--- config.mk ---
export PLATFORM = sky130hd
export DESIGN_NAME = spi_status_data
export DESIGN_NICKNAME = d
export VERILOG_FILES = /design/src/verilog/spi_sd_pkg.sv /design/src/verilog/spi_sync_bit.sv /design/src/verilog/spi_edge_gen.sv /design/src/verilog/spi_status_data.sv
export SDC_FILE = /design/constraint.sdc
export NUM_CORES = 1
export LEC_CHECK = 0
export BUFFER_PORTS_ARGS = -buffer_cell sky130_fd_sc_hd__buf_4
export CAP_MARGIN = 20
export CORE_MARGIN = 5
export CORE_UTILIZATION = 56
export DETAILED_ROUTE_END_ITERATION = 8
export PLACE_DENSITY = 0.85
export SYNTH_ARGS = -nofsm -noshare
export SYNTH_HDL_FRONTEND = slang
export SYNTH_HIERARCHICAL = 1
export SYNTH_SLANG_ARGS = --single-unit
--- constraint.sdc ---
create_clock -name i_clock -period 5.7 [get_ports i_clock]
set_input_delay 0.57 -clock i_clock [delete_from_list [all_inputs] [get_ports i_clock]]
set_output_delay 0.57 -clock i_clock [all_outputs]
set_load 0.03 [all_outputs]
--- src/verilog/spi_sd_pkg.sv ---
// Package: register map, field positions, reset values and timing for the SPI status/data block
package spi_sd_pkg;

  // ----------------------------------------
  // Register indices (byte address = 4 * index)
  // ----------------------------------------
  localparam logic [7:0] IDX_CONTROL = 8'hC3;
  localparam logic [7:0] IDX_STATUS = 8'hC4;
  localparam logic [7:0] IDX_DATA = 8'hC5;
  localparam int ADDR_W = 10;
  localparam logic [ADDR_W-1:0] ADDR_CONTROL = {IDX_CONTROL, 2'b00};
  localparam logic [ADDR_W-1:0] ADDR_STATUS = {IDX_STATUS, 2'b00};
  localparam logic [ADDR_W-1:0] ADDR_DATA = {IDX_DATA, 2'b00};

  // ----------------------------------------
  // Control register fields
  // ----------------------------------------
  localparam int CTL_RATE2 = 7;
  localparam int CTL_ENABLE = 6;
  localparam int CTL_SSDISABLE = 5;
  localparam int CTL_MASTER = 4;
  localparam int CTL_IDLE_LEVEL = 3;
  localparam int CTL_SAMPLE_EDGE = 2;
  localparam int CTL_RATE1 = 1;
  localparam int CTL_RATE0 = 0;
  localparam logic [7:0] CTL_RESET = 8'h14;

  // ----------------------------------------
  // Status register fields
  // ----------------------------------------
  localparam int STA_DONE = 7;
  localparam int STA_COLLISION = 6;
  localparam int STA_EARLY = 5;
  localparam int STA_FAULT = 4;
  localparam logic [3:0] STA_RESERVED_VALUE = 4'h0;

  // ----------------------------------------
  // Timing and widths
  // ----------------------------------------
  localparam int BITS_PER_BYTE = 8;
  localparam logic [3:0] BIT_COUNT_W = 4'h8;
  localparam int HALF_CNT_W = 8;
  localparam logic [2:0] RATE_INVALID = 3'h7;
  localparam int SYNC_STAGES = 2;

  // Link pins grouped together
  typedef struct packed {
    logic sck;
    logic mosi;
    logic miso;
    logic ss_n;
  } spi_pins_t;

endpackage

--- src/verilog/spi_sync_bit.sv ---
// Two-stage synchroniser for one asynchronous level
`timescale 1ns/100ps
`default_nettype none
module spi_sync_bit
  import spi_sd_pkg::*;
#(
  parameter logic RESET_LEVEL = 1'b0
)
(
  input wire logic i_clock,
  input wire logic i_sys_rst,
  input wire logic i_async,
  output logic o_sync
);

  typedef struct packed {
    logic meta;
    logic stable;
  } sync_state_t;

  sync_state_t state_reg;
  sync_state_t state_next;

  // First stage feeds only the second stage
  always_comb
  begin
    state_next.meta = i_async;
    state_next.stable = state_reg.meta;
  end

  // Register both stages
  always_ff @(posedge i_clock)
  begin
    if (i_sys_rst)
    begin
      state_reg <= {RESET_LEVEL, RESET_LEVEL};
    end
    else
    begin
      state_reg <= state_next;
    end
  end

  assign o_sync = state_reg.stable;

endmodule
`default_nettype wire

--- src/verilog/spi_edge_gen.sv ---
// Serial clock generator for master mode: divides the system clock by the selected rate
`timescale 1ns/100ps
`default_nettype none
module spi_edge_gen
  import spi_sd_pkg::*;
(
  input wire logic i_clock,
  input wire logic i_sys_rst,
  input wire logic i_run,
  input wire logic [2:0] i_rate,
  output logic o_toggle
);

  typedef struct packed {
    logic [HALF_CNT_W-1:0] count;
  } div_state_t;

  div_state_t state_reg;
  div_state_t state_next;
  logic [HALF_CNT_W-1:0] half_period;

  // Half of divide-by 2^(rate+1) in system clocks; invalid rate stalls
  always_comb
  begin
    half_period = HALF_CNT_W'(1) << i_rate;
    state_next = state_reg;
    o_toggle = 1'b0;
    if (!i_run || i_rate == RATE_INVALID)
    begin
      state_next.count = '0;
    end
    else if (state_reg.count == half_period - HALF_CNT_W'(1))
    begin
      state_next.count = '0;
      o_toggle = 1'b1;
    end
    else
    begin
      state_next.count = state_reg.count + HALF_CNT_W'(1);
    end
  end

  // Divider counter
  always_ff @(posedge i_clock)
  begin
    if (i_sys_rst)
    begin
      state_reg <= '0;
    end
    else
    begin
      state_reg <= state_next;
    end
  end

endmodule
`default_nettype wire

--- src/verilog/spi_status_data.sv ---
// SPI status flags, data path and shift engine with control/status/data registers
//
// Overview of operation
// - Set done flag when transfer completes
// - Done flag clear during transfer, clearing sequence
// - Set collision flag on data write mid-transfer
// - Collision flag zero otherwise, cleared by sequence
// - Slave: select released mid-byte sets early flag
// - Early flag cleared only by disabling
// - Select pin inconsistent with mode sets fault
// - Fault clear otherwise, cleared by sequence
// - Status bits three to zero reserved
// - Data write loads shift register directly
// - Data read returns receive buffer only
// - Registers freely accessible when idle
// - Disabling aborts transfer at once
// - Data write mid-transfer is overflow
// - Status read with fault, control write clears
// - Status then data access clears collision
// - Fault clears enable and master, error request
// - Done flag raises transfer request
//
// Added by the designer: the address-and-strobe port.
`timescale 1ns/100ps
`default_nettype none
module spi_status_data
  import spi_sd_pkg::*;
(
  input wire logic i_clock,
  input wire logic i_sys_rst,
  input wire logic [ADDR_W-1:0] i_addr,
  input wire logic [7:0] i_wdata,
  input wire logic i_write,
  input wire logic i_read,
  output logic [7:0] o_rdata,
  input wire logic i_sck,
  input wire logic i_mosi,
  input wire logic i_miso,
  input wire logic i_ss_n,
  output logic o_sck,
  output logic o_sck_oe_n,
  output logic o_mosi,
  output logic o_mosi_oe_n,
  output logic o_miso,
  output logic o_miso_oe_n,
  output logic o_transfer_irq,
  output logic o_error_irq,
  output logic o_busy
);

  // ----------------------------------------
  // State
  // ----------------------------------------
  typedef enum {ST_IDLE, ST_SHIFT} phase_t;

  typedef struct packed {
    phase_t phase;
    logic [7:0] control;
    logic done;
    logic collision;
    logic early_release;
    logic fault;
    logic [7:0] shifter;
    logic [7:0] rx_buffer;
    logic [3:0] bits;
    logic sck_level;
    logic sample_bit;
    logic lead_half;
    logic sck_prev;
    logic status_seen;
    logic fault_seen;
    logic [7:0] rdata;
  } core_state_t;

  core_state_t state_reg;
  core_state_t state_next;

  spi_pins_t pins_sync;
  logic toggle;
  logic enabled;
  logic master;
  logic ss_active;
  logic slave_edge;
  logic slave_start;
  logic shift_edge;
  logic sample_edge;
  logic finish;

  // ----------------------------------------
  // Pin synchronisers
  // ----------------------------------------
  spi_sync_bit #(.RESET_LEVEL(1'b0)) u_sync_sck (.i_clock(i_clock), .i_sys_rst(i_sys_rst), .i_async(i_sck),
    .o_sync(pins_sync.sck));
  spi_sync_bit #(.RESET_LEVEL(1'b0)) u_sync_mosi (.i_clock(i_clock), .i_sys_rst(i_sys_rst), .i_async(i_mosi),
    .o_sync(pins_sync.mosi));
  spi_sync_bit #(.RESET_LEVEL(1'b0)) u_sync_miso (.i_clock(i_clock), .i_sys_rst(i_sys_rst), .i_async(i_miso),
    .o_sync(pins_sync.miso));
  spi_sync_bit #(.RESET_LEVEL(1'b1)) u_sync_ss (.i_clock(i_clock), .i_sys_rst(i_sys_rst), .i_async(i_ss_n),
    .o_sync(pins_sync.ss_n));

  // Master serial clock divider, runs only while shifting as master
  spi_edge_gen u_edge_gen (
    .i_clock(i_clock),
    .i_sys_rst(i_sys_rst),
    .i_run(master && state_reg.phase == ST_SHIFT),
    .i_rate({state_reg.control[CTL_RATE2], state_reg.control[CTL_RATE1], state_reg.control[CTL_RATE0]}),
    .o_toggle(toggle)
  );

  assign enabled = state_reg.control[CTL_ENABLE];
  assign master = state_reg.control[CTL_MASTER];
  assign ss_active = !pins_sync.ss_n && !state_reg.control[CTL_SSDISABLE];

  // ----------------------------------------
  // Next-state logic
  // ----------------------------------------
  always_comb
  begin
    state_next = state_reg;
    state_next.sck_prev = pins_sync.sck;
    slave_edge = pins_sync.sck != state_reg.sck_prev;
    slave_start = !master && enabled && ss_active && slave_edge && state_reg.phase == ST_IDLE;
    shift_edge = 1'b0;
    sample_edge = 1'b0;
    finish = 1'b0;

    // Serial engine: sample on leading edge when phase bit is 0, trailing when 1
    if (state_reg.phase == ST_SHIFT || slave_start)
    begin
      if (master ? toggle : slave_edge)
      begin
        if (master)
        begin
          state_next.sck_level = !state_reg.sck_level;
        end
        // First edge of each pair leaves the idle level
        if (state_reg.lead_half == state_reg.control[CTL_SAMPLE_EDGE])
        begin
          sample_edge = 1'b1;
        end
        else
        begin
          shift_edge = 1'b1;
        end
        state_next.lead_half = !state_reg.lead_half;
      end
      if (sample_edge)
      begin
        state_next.sample_bit = master ? pins_sync.miso : pins_sync.mosi;
        state_next.bits = state_reg.bits + 4'h1;
        // Trailing-edge sampling has no shift edge after its last bit
        if (state_reg.control[CTL_SAMPLE_EDGE] && state_reg.bits == BIT_COUNT_W - 4'h1)
        begin
          state_next.shifter = {state_reg.shifter[6:0], master ? pins_sync.miso : pins_sync.mosi};
        end
      end
      // Nothing sampled yet on the very first shift edge
      if (shift_edge && state_reg.bits != 4'h0)
      begin
        state_next.shifter = {state_reg.shifter[6:0], state_reg.sample_bit};
      end
      // Byte complete on the eighth trailing edge, clock back at idle
      if (state_reg.lead_half && (sample_edge || shift_edge) && state_next.bits == BIT_COUNT_W)
      begin
        finish = 1'b1;
        state_next.phase = ST_IDLE;
        state_next.rx_buffer = state_next.shifter;
        state_next.done = 1'b1;
      end
      // Select released before byte end in slave mode
      if (!master && pins_sync.ss_n && !finish)
      begin
        state_next.early_release = 1'b1;
        state_next.phase = ST_IDLE;
      end
    end
    // Slave starts on its first clock edge; idle keeps counters at zero so that edge counts
    if (slave_start)
    begin
      state_next.phase = ST_SHIFT;
      state_next.done = 1'b0;
    end
    else if (state_reg.phase == ST_IDLE)
    begin
      state_next.bits = 4'h0;
      state_next.lead_half = 1'b0;
    end

    // Register reads: data returns one cycle later
    state_next.rdata = 8'h00;
    if (i_read)
    begin
      case (i_addr)
        ADDR_CONTROL: state_next.rdata = state_reg.control;
        ADDR_STATUS: state_next.rdata = {state_reg.done, state_reg.collision, state_reg.early_release, state_reg.fault,
          STA_RESERVED_VALUE};
        ADDR_DATA: state_next.rdata = state_reg.rx_buffer;
        default: state_next.rdata = 8'h00;
      endcase
    end

    // Clearing sequences: status access arms, following access clears
    if ((i_read || i_write) && i_addr == ADDR_STATUS)
    begin
      state_next.status_seen = 1'b1;
      if (i_read && state_reg.fault)
      begin
        state_next.fault_seen = 1'b1;
      end
    end
    // A byte finishing in the clearing cycle keeps its done flag
    if ((i_read || i_write) && i_addr == ADDR_DATA && state_reg.status_seen)
    begin
      state_next.collision = 1'b0;
      if (!finish)
      begin
        state_next.done = 1'b0;
      end
      state_next.status_seen = 1'b0;
    end

    // Register writes, freely accepted while idle
    if (i_write)
    begin
      case (i_addr)
        ADDR_CONTROL:
        begin
          state_next.control = i_wdata;
          if (state_reg.fault_seen)
          begin
            state_next.fault = 1'b0;
            state_next.fault_seen = 1'b0;
          end
          if (!i_wdata[CTL_ENABLE])
          begin
            state_next.early_release = 1'b0;
            state_next.phase = ST_IDLE;
            state_next.sck_level = i_wdata[CTL_IDLE_LEVEL];
          end
          else if (state_reg.phase == ST_IDLE)
          begin
            state_next.sck_level = i_wdata[CTL_IDLE_LEVEL];
          end
        end
        ADDR_DATA:
        begin
          if (state_reg.phase == ST_SHIFT && !finish)
          begin
            // Overflow: byte dropped, transfer keeps going, no request
            state_next.collision = 1'b1;
          end
          else
          begin
            state_next.shifter = i_wdata;
            if (enabled && master)
            begin
              state_next.phase = ST_SHIFT;
              state_next.bits = 4'h0;
              state_next.lead_half = 1'b0;
              state_next.sck_level = state_reg.control[CTL_IDLE_LEVEL];
              state_next.done = 1'b0;
            end
          end
        end
        default:
        begin
        end
      endcase
    end

    // Mode fault: master sees select low; set beats clear
    if (enabled && master && ss_active)
    begin
      state_next.fault = 1'b1;
      state_next.control[CTL_ENABLE] = 1'b0;
      state_next.control[CTL_MASTER] = 1'b0;
      state_next.phase = ST_IDLE;
      state_next.sck_level = state_reg.control[CTL_IDLE_LEVEL];
    end
    if (!state_next.control[CTL_ENABLE])
    begin
      state_next.phase = ST_IDLE;
    end
  end

  // ----------------------------------------
  // State register
  // ----------------------------------------
  always_ff @(posedge i_clock)
  begin
    if (i_sys_rst)
    begin
      state_reg <= '0;
      state_reg.phase <= ST_IDLE;
      state_reg.control <= CTL_RESET;
    end
    else
    begin
      state_reg <= state_next;
    end
  end

  // ----------------------------------------
  // Outputs
  // ----------------------------------------
  // Master drives clock and data out; slave drives its data line only when selected
  assign o_sck = state_reg.sck_level;
  assign o_sck_oe_n = !(enabled && master);
  assign o_mosi = state_reg.shifter[7];
  assign o_mosi_oe_n = !(enabled && master);
  assign o_miso = state_reg.shifter[7];
  assign o_miso_oe_n = !(enabled && !master && !pins_sync.ss_n);
  assign o_rdata = state_reg.rdata;
  assign o_transfer_irq = state_reg.done;
  assign o_error_irq = state_reg.fault && !state_reg.control[CTL_SSDISABLE];
  assign o_busy = state_reg.phase == ST_SHIFT;

endmodule
`default_nettype wire

==> summary.md, run 1 <==
| Metric | Value |
|---|---|
| Status | `finished, final reports clean` |
| IO Count | `43` |
| Crit path launch type | `register` |
| DP Worst Slack | `1210 ps` |
| Crit end category | `register` |
| WL per Instance | `16.3 um` |
| Hold buffers post-CTS | `0` |
| Drt first pass iters | `5` |
| Core box area | `7290 um2` |
| Area delta synth->final | `9.63%` |
| Total CTS buffers | `9` |
| RSZ-0062 raised after global routing | `no` |
| Post-Route Setup TNS | `0 ps` |
| Worst VDD drop | `0.165 mV` |
| Final ANT Viol Nets | `0` |
| Compound-Gate Fraction of Synth Area | `0.148` |
| # Post-CTS Setup Buffers | `0` |
| Max reg flops | `65` |
| Yosys reg bits | `94` |
| First-pass GRT wire length | `16.1 mm` |
| Crit Path Class | `register to register` |
| Register area share after synthesis | `0.446` |
| CP required | `6000 ps` |
| Clock tree buffer depth | `2` |
| Diode count | `0` |
| Power Density | `241 nW/um2` |
| H-tree Lvls | `3` |
| Worst Skew | `10.4 ps` |
| Hold Crit Class | `primary input to register` |
| Period utilization | `0.803` |
| Buffers on Ports | `42` |
| Max FO, Critical Path | `33` |
| Gr usage total | `0.204` |
| Leakage power | `1.80 nW` |
| Die Wd | `96.8 um` |
| Nets | `501` |
| Synth Area in XOR/XNOR | `0.0430` |
| Std cell rows | `31` |
| Dpl cell area | `4440 um2` |
| Design area | `4630 um2` |
| Yosys top cell by area | `dfxtp_1` |
| Netlist cell types | `69` |
| Ys Warns | `6` |
| Synth area leaders | `dfxtp_1, and3_1, nor2_1` |
| Antenna violations before repair | `0` |
| Final WS setup | `1130 ps` |
| WP data arrival | `4880 ps` |
| Post-synthesis mux area share | `0.0338` |
| Grt ovf | `0` |
| Max Slew Vio Count | `0` |
| Netlist Area Pre-Place | `4220 um2` |
| Vias | `3435` |
| Most common cell after layout, fill and taps aside | `dfxtp_1` |
| Share of flip-flops with an asynchronous set or reset | `0` |
| Final Util | `0.635` |
| CTS Root Cell | `clkbuf_8` |
| Relative slew slack | `0.408` |
| PostCTS Resize Cnt | `0` |
| Mean Syn Cell Area | `9.38 um2` |
| Layout cell share with drive strength beyond 1 | `0.175` |
| TritonCTS clock tree | `built` |
| Most frequent cells in the layout | `dfxtp_1, buf_4, and3_1, nor2_1, nand2_1` |
| Post-synthesis simple-gate area fraction | `0.249` |
| Initial Util | `0.579` |
| Clock transition at the registers of the reported paths | `90 ps` |
| Fin crit period | `4570 ps` |
| Starting DRT DRC Count | `261` |
| Die Ht | `96.8 um` |
| Actual slew at the worst max-slew pin | `883 ps` |
| Largest net degree at the start of global routing | `41` |
| Gpl congestion | `0.914` |
| Vias in the first global route | `3357` |
| MaxCap Viol Count | `0` |
| Top cell type's share of synthesized area | `0.446` |
| DRC errors left | `0` |
| # clock sinks | `94` |
| Die area | `9380 um2` |
| Final Hold Viols | `0` |
| Power Total | `1.12 mW` |
| Fmax | `0.219 GHz` |
| Dpl hpwl | `6.60 mm` |
| Total routed wirelength | `9.37 mm` |
| Vias per cell | `5.98` |
| Syn nets | `481` |
| Post-synth EDFFs | `0` |
| Post-synthesis adder-cell area fraction | `0.0148` |
| Final setup violation count | `0` |
| Main combinational cell family by area after synthesis | `simple AND/OR/NAND/NOR gates` |
| Synth Instances | `450` |
| Ys flop type | `dfxtp_1` |
| Worst skew pair latency | `370 ps` |
-- metrics by stage --
stage               hold WS [ps]  instances
finish                       385        574
global route                 368        574
CTS                          378        574
detailed placement           394        558
global placement             387        558
floorplan                    383        450
-- critical path, stage by stage (launching register included) --
cell and delay [ps]:
dfxtp_1 420, or3_2 510, ha_1 290, or4b_4 500, o211ai_2 110, xnor2_2 220
and4_2 300, nor2b_1 80, a211oi_1 460, mux2_2 420, a311oi_2 250, buf_4 230
or3_4 310, a21boi_1 250, nor3b_2 170
-- cell families after synthesis --
family,count (synthesis)
flops,94
simple gates,188
buf+inv,45
compound gates,85
fa+ha+maj,5
mux,14
xor+xnor,19
-- path summary, 6_finish.rpt --
kind | from | end | slack, ps | cells past startpoint
max | state_reg[38]$_SDFFE_PP0P_ | o_transfer_irq$_SDFF_PP0_ | 1130 | 14
min | i_ss_n | u_sync_ss/state_next[0]$_SDFF_PP1_ | 380 | 2
max reg2reg | state_reg[38]$_SDFFE_PP0P_ | o_transfer_irq$_SDFF_PP0_ | 1130 | 14
min reg2reg | u_sync_ss/state_next[0]$_SDFF_PP1_ | u_sync_ss/o_sync$_SDFF_PP1_ | 410 | 1
-- power by group --
part	switching [mW]	internal [mW]	leakage (nW)	total (mW)
Sequential	0.00115	0.659	0.759	0.660
Clock	0.247	0.179	0.101	0.426
Combinational	0.0151	0.0151	0.943	0.0302
Total	0.263	0.853	1.80	1.12
-- metal layers --
| metal | part of all wire | routed length, um | GRT usage | vias to the layer above |
|---|---|---|---|---|
| li1 | - | - | - | 1659 |
| met1 | 0.46 | 4270 | 0.273 | 1624 |
| met2 | 0.45 | 4250 | 0.311 | 132 |
| met3 | 0.070 | 655 | 0.0590 | 20 |
| met4 | 0.021 | 201 | 0.0788 | 0 |
| met5 | 0 | 0 | 0 | - |
-- area by class of cell --
cell class	count	area, um2
clock inverters	6	53.8
well taps	99	124
repair buffers	44	330
fillers	600	2660
flip-flops and latches	94	1880
clock buffers	10	138
inverters	10	37.5
multi-input cells	311	2060
-- synth_stat cells, types with 9 or more instances --
library cell,n
mux2i_1,12
nor2_1,34
nand2_1,23
a211oi_1,14
dfxtp_1,94
nor3_1,22
clkbuf_1,11
buf_4,11
a21oi_1,20
and3_1,39
nand3_1,17
inv_1,10
nor2b_1,11
xnor2_1,9
No activity file was read; power rests on OpenSTA's default activity.
==> run 2, diff against run 1 <==
--- a/config.mk
+++ b/config.mk
@@ -5,12 +5,13 @@
 export SDC_FILE = /design/constraint.sdc
 export NUM_CORES = 1
 export LEC_CHECK = 0
+export ABC_AREA = 1
 export BUFFER_PORTS_ARGS = -buffer_cell sky130_fd_sc_hd__buf_4
 export CAP_MARGIN = 20
 export CORE_MARGIN = 5
-export CORE_UTILIZATION = 56
+export CORE_UTILIZATION = 53
 export DETAILED_ROUTE_END_ITERATION = 8
-export PLACE_DENSITY = 0.85
+export PLACE_DENSITY = 0.84
 export SYNTH_ARGS = -nofsm -noshare
 export SYNTH_HDL_FRONTEND = slang
 export SYNTH_HIERARCHICAL = 1
==> constraint.sdc (replaced) <==
create_clock -name i_clock -period 3.75 [get_ports i_clock]
set_input_delay 0.375 -clock i_clock [delete_from_list [all_inputs] [get_ports i_clock]]
set_output_delay 0.375 -clock i_clock [all_outputs]
set_load 0.03 [all_outputs]
==> run 2 against run 1 <==
  * Largest power group unchanged
  * Clock power increased by 50%
  * Hold slack worse by 210 ps
  * Combinational power grew 77%
  * Sequential share of layout area is 2.9 points lower
  * Design area up 7.7%
  * Global-route usage up 1.2 points
  * Clock skew is 1.5 ps higher
  * Die area up 12%
  * Area after synthesis grew 7.0%
  * Critical path depth increased by 9
  * Largest cell class unchanged
  * Cell count increased by 33%
  * Via count is 18% higher
==> summary.md, run 2 <==
| Metric | Value |
|---|---|
| Largest net degree at the start of global routing | `32` |
| Post-synth EDFFs | `0` |
| Gr usage total | `0.216` |
| TritonCTS clock tree | `built` |
| Mean Syn Cell Area | `7.25 um2` |
| Netlist cell types | `46` |
| Actual slew at the worst max-slew pin | `493 ps` |
| Total CTS buffers | `9` |
| CTS Root Cell | `clkbuf_8` |
| Vias in the first global route | `3903` |
| Power Total | `1.70 mW` |
| Crit Path Class | `register to register` |
| Yosys top cell by area | `dfxtp_1` |
| Status | `finished, final reports clean` |
| Clock tree buffer depth | `2` |
| Area delta synth->final | `10.4%` |
| Nets | `686` |
| First-pass GRT wire length | `18.1 mm` |
| R2R Setup Slk | `390 ps` |
| # Post-CTS Setup Buffers | `0` |
| Starting DRT DRC Count | `297` |
| Die Wd | `102 um` |
| Register area share after synthesis | `0.417` |
| Worst VDD drop | `0.247 mV` |
| Max reg flops | `65` |
| Clock transition at the registers of the reported paths | `100 ps` |
| Fmax | `0.297 GHz` |
| Diode count | `0` |
| Post-synth top cells | `nand2_1, inv_1, dfxtp_1` |
| RSZ-0062 raised after global routing | `no` |
| Total routed wirelength | `10.6 mm` |
| Worst skew pair latency | `370 ps` |
| Grt ovf | `0` |
| PostCTS Resize Cnt | `0` |
| Core box area | `8260 um2` |
| Yosys reg bits | `94` |
| Relative slew slack | `0.671` |
| Final Hold Viols | `0` |
| Period utilization | `0.897` |
| Power Density | `340 nW/um2` |
| Gpl congestion | `0.977` |
| Layout cell share with drive strength beyond 1 | `0.141` |
| DRC errors left | `0` |
| Ys flop type | `dfxtp_1` |
| Vias | `4048` |
| Die Ht | `102 um` |
| Dpl hpwl | `8.07 mm` |
| Syn nets | `654` |
| Share of flip-flops with an asynchronous set or reset | `0` |
| Crit end category | `register` |
| Placed cells | `749` |
| MaxCap Viol Count | `0` |
| IO Count | `43` |
| Max Slew Vio Count | `0` |
| Initial Util | `0.547` |
| Synth Instances | `623` |
| Max FO, Critical Path | `31` |
| Die area | `10500 um2` |
| Std cell rows | `33` |
| Worst Skew | `11.9 ps` |
| Most frequent cell after synthesis | `nand2_1` |
| Leakage power | `2.18 nW` |
| # clock sinks | `94` |
| Final ANT Viol Nets | `0` |
| Antenna violations before repair | `0` |
| Crit path launch type | `register` |
| WL per Instance | `13.8 um` |
| Fin crit period | `3360 ps` |
| H-tree Lvls | `3` |
| Ys Warns | `6` |
| Hold buffers post-CTS | `0` |
| WP data arrival | `3620 ps` |
| Most common cell after layout, fill and taps aside | `nand2_1` |
| Top cell type's share of synthesized area | `0.417` |
| Vias per cell | `5.29` |
| Post-Route Setup TNS | `0 ps` |
| Synth area leaders | `dfxtp_1, nand2_1, inv_1` |
| Netlist Area Pre-Place | `4520 um2` |
| Fillers | `744` |
| Post-route insts no fill | `765` |
| Hold Crit Class | `primary input to register` |
| Buffers on Ports | `42` |
| CP required | `4000 ps` |
| Most frequent cells in the layout | `nand2_1, inv_1, dfxtp_1, nor2_1, buf_4` |
| Drt first pass iters | `6` |
| Final setup violation count | `0` |
==> run 2: changes by cell type after synthesis, sizes merged, moves of 10 or more <==
cell,previous run,this run
nand3,17,38
nor2,36,91
inv,10,103
nand2,24,120
nor2b,11,0
and3,39,0
mux2i,12,0
nand4,3,13
o21ai,8,38
nor3,23,36
==> run 2: final cells by class <==
class | instances | area [um2] | area share
clock buffer | 9 | 124 | 0.0248
timing repair buffer | 45 | 338 | 0.0677
clock inverter | 7 | 63.8 | 0.0128
tap | 105 | 131 | 0.0263
inverter | 104 | 395 | 0.0793
multi-input combinational | 401 | 2050 | 0.411
sequential | 94 | 1880 | 0.378
==> run 2: layer usage <==
layer | up-vias | routed length [um] | global-route usage
met4 | 0 | 222 | 0.0686
met5 | - | 0 | 0
met1 | 1838 | 4430 | 0.277
met3 | 21 | 864 | 0.0519
li1 | 2039 | - | -
met2 | 150 | 5040 | 0.361
==> run 2: power by group <==
part | leakage [nW] | internal (mW) | switching [mW] | total (mW)
combinational | 1.33 | 0.0243 | 0.0293 | 0.0536
clock | 0.0938 | 0.255 | 0.385 | 0.639
sequential | 0.760 | 1.00 | 0.00164 | 1.00
total | 2.18 | 1.28 | 0.416 | 1.70
==> run 2: final timing paths <==
kind                                                            from                            endpoint  cells past startpoint
worst max-delay path                      state_reg[38]$_SDFFE_PP0P_            state_reg[75]$_SDFF_PP0_                     23
worst min-delay path                                          i_ss_n  u_sync_ss/state_next[0]$_SDFF_PP1_                      3
worst max register to register            state_reg[38]$_SDFFE_PP0P_            state_reg[75]$_SDFF_PP0_                     23
worst min register to register  u_sync_mosi/state_next[0]$_SDFF_PP0_       u_sync_mosi/o_sync$_SDFF_PP0_                      2
==> run 2: logic make-up after synthesis <==
family	after synthesis	share of synthesized area
AOI/OAI and AO/OA	77	0.102
adders and majority gates	5	0.0139
and+or+nand+nor	310	0.320
DFF	94	0.417
buffers and inverters	128	0.129
xor gates and xnor gates	9	0.0175
==> run 2: per-stage QoR <==
stage	util	hold WS, ps	setup WS (ps)	area [um2]
5_1_grt	0.604	163	83.8	4990
2_1_floorplan	-	387	917	4520
3_3_place_gp	0.581	392	503	4800
3_5_place_dp	0.581	395	340	4800
4_1_cts	0.604	166	327	4980
6_report	0.604	174	388	4990
==> run 2: critical path, cell delays in order (launching register included) <==
cell	delay, ps
dfxtp_1	450
inv_1	110
nor2_1	90
nand2_1	60
ha_1	290
inv_1	40
nand2_1	50
nand2_1	40
nor2_1	80
nand3_1	80
nor2_2	120
nand3_2	120
nor2_1	160
nand2_1	70
nand2_1	200
ha_1	200
nand3_1	70
nor2_1	110
nand2_2	70
nand2_2	130
nand2_2	90
a211oi_4	160
buf_4	330
nor3_1	90
==> run 3, diff against run 2 <==
--- a/config.mk
+++ b/config.mk
@@ -5,13 +5,12 @@
 export SDC_FILE = /design/constraint.sdc
 export NUM_CORES = 1
 export LEC_CHECK = 0
-export ABC_AREA = 1
 export BUFFER_PORTS_ARGS = -buffer_cell sky130_fd_sc_hd__buf_4
 export CAP_MARGIN = 20
 export CORE_MARGIN = 5
 export CORE_UTILIZATION = 53
 export DETAILED_ROUTE_END_ITERATION = 8
-export PLACE_DENSITY = 0.84
+export PLACE_DENSITY = 0.85
 export SYNTH_ARGS = -nofsm -noshare
 export SYNTH_HDL_FRONTEND = slang
 export SYNTH_HIERARCHICAL = 1
==> run 3 against run 2 <==
  * Power shrank 1.7%
  * Clock power fell by 3.4%
  * Via count down 11%
  * The run now ends with design-rule violations left
  * Critical path type unchanged
==> summary.md, run 3 (synthesis gave the netlist of run 1 again) <==
| Metric | Value |
|---|---|
| Status | `finished, violations left` |
| Violated checks | `design-rule violations` |
| Grt ovf | `0` |
| Layout cell share with drive strength beyond 1 | `0.234` |
| Leakage power | `1.94 nW` |
| DP Worst Slack | `20.9 ps` |
| Worst VDD drop | `0.272 mV` |
| Total routed wirelength | `10.2 mm` |
| Design area | `4910 um2` |
| Starting DRT DRC Count | `285` |
| Hold depth | `2` |
| Most common cell after layout, fill and taps aside | `dfxtp_1` |
| Diode count | `0` |
| Max FO, Critical Path | `4` |
| Clock transition at the registers of the reported paths | `100 ps` |
| Largest net degree at the start of global routing | `41` |
| Final WS setup | `37.3 ps` |
| Period utilization | `0.990` |
| # clock sinks | `94` |
| Nets | `525` |
| Max Slew Vio Count | `0` |
| Vias per cell | `5.99` |
| Vias in the first global route | `3393` |
| Post-route insts no fill | `601` |
| Critical path's largest stage delay | `480 ps` |
| Final Hold Viols | `0` |
| Footprint of the multi-input gates | `2150 um2` |
| Power Density | `339 nW/um2` |
| Post-Route Setup TNS | `0 ps` |
| Gpl congestion | `0.920` |
| Max reg flops | `65` |
| Hold buffers post-CTS | `0` |
| Final Util | `0.636` |
| Die Wd | `99.3 um` |
| Antenna violations before repair | `0` |
| Initial Util | `0.546` |
| Placed cells | `576` |
| Std cell rows | `32` |
| CP max stage cell | `or4b_4` |
| Buffers on Ports | `42` |
| Area delta synth->final | `16.4%` |
| Total CTS buffers | `9` |
| Dpl cell area | `4560 um2` |
| Worst Skew | `18.2 ps` |
| Reg2Reg Depth | `13` |
| Fin crit period | `3710 ps` |
| Crit path launch type | `register` |
| Relative slew slack | `0.443` |
| Fillers | `608` |
| CP required | `4000 ps` |
| Die Ht | `99.3 um` |
| RSZ-0062 raised after global routing | `yes` |
| Drt first pass iters | `8` |
| Crit-path cells | `or3_4 -> ha_4 -> or4b_4 -> o211ai_2 -> xnor2_2 -> and4_4 -> nor2b_2 -> a2111o_1 -> mux2i_2 -> a311oi_4 -> or3_4 -> a21boi_2 -> nor3b_2` |
| Die area | `9850 um2` |
| TritonCTS clock tree | `built` |
| First-pass GRT wire length | `15.7 mm` |
| Most frequent cells in the layout | `dfxtp_1, buf_4, and3_1, nor2_1` |
| Gr usage total | `0.197` |
| Crit end category | `register` |
| Fmax | `0.269 GHz` |
| WP data arrival | `3970 ps` |
| MaxCap Viol Count | `0` |
| CTS Root Cell | `clkbuf_8` |
| Final setup violation count | `0` |
| H-tree Lvls | `3` |
| Final ANT Viol Nets | `0` |
| Cell repeated most along the worst path | `or3_4` |
| WL per Instance | `17.0 um` |
| Vias | `3600` |
| Dpl hpwl | `6.74 mm` |
| DRC errors left | `1` |
| IO Count | `43` |
| Reg area | `1880 um2` |
| Clock tree buffer depth | `2` |
| Core box area | `7730 um2` |
| Crit Path Class | `register to register` |
| Actual slew at the worst max-slew pin | `830 ps` |
| Hold Crit Class | `primary input to register` |
| Worst skew pair latency | `370 ps` |
## run 3: critical path, delay by kind of cell, from the launching register on
kind / cells / cell delay [ps]
xor gates and xnor gates: 1 / 150
AOI/OAI and AO/OA: 4 / 890
muxes: 1 / 280
adders and majority gates: 1 / 180
and+or+nand+nor: 6 / 1790
DFF: 1 / 330
## run 3: routing by layer
metal,GRT usage,share of wire
met4,0.122,0.047
met1,0.248,0.41
met3,0.0568,0.095
met5,0,0
met2,0.296,0.45
## run 3: final timing paths
path / endpoint / startpoint / slack, ps
worst max-delay path: o_transfer_irq$_SDFF_PP0_ / state_reg[38]$_SDFFE_PP0P_ / 40
worst min-delay path: u_sync_ss/state_next[0]$_SDFF_PP1_ / i_ss_n / 190
worst max register to register: o_transfer_irq$_SDFF_PP0_ / state_reg[38]$_SDFFE_PP0P_ / 40
worst min register to register: u_sync_ss/o_sync$_SDFF_PP1_ / u_sync_ss/state_next[0]$_SDFF_PP1_ / 410
## run 3: area by class of cell
type,count,area share
clock inverter,5,0.00815
inverter,10,0.00764
sequential,94,0.383
multi-input combinational,311,0.437
clock buffer,11,0.0267
timing repair buffer,68,0.111
tap,102,0.0260
## run 3: per-stage QoR
stage / power [mW] / hold WS, ps
after floorplan: 1.04 / 383
after global placement: 1.07 / 389
after detailed placement: 1.07 / 393
after CTS: 1.67 / 184
after global routing: 1.72 / 190
final: 1.67 / 191
## run 3: repair_timing
action	in CTS	in global routing
endpoints found under the setup margin	1	52
cloned	0	1
gates resized for setup	2	20
pin swaps	0	7
buffers inserted	0	8
endpoints found under the hold margin	0	0
## run 3: report_power, final
group	total [mW]	leakage (nW)	internal, mW	switching, mW
registers	1.00	0.759	1.00	0.00180
clock network	0.617	0.0887	0.249	0.367
logic	0.0477	1.09	0.0232	0.0245
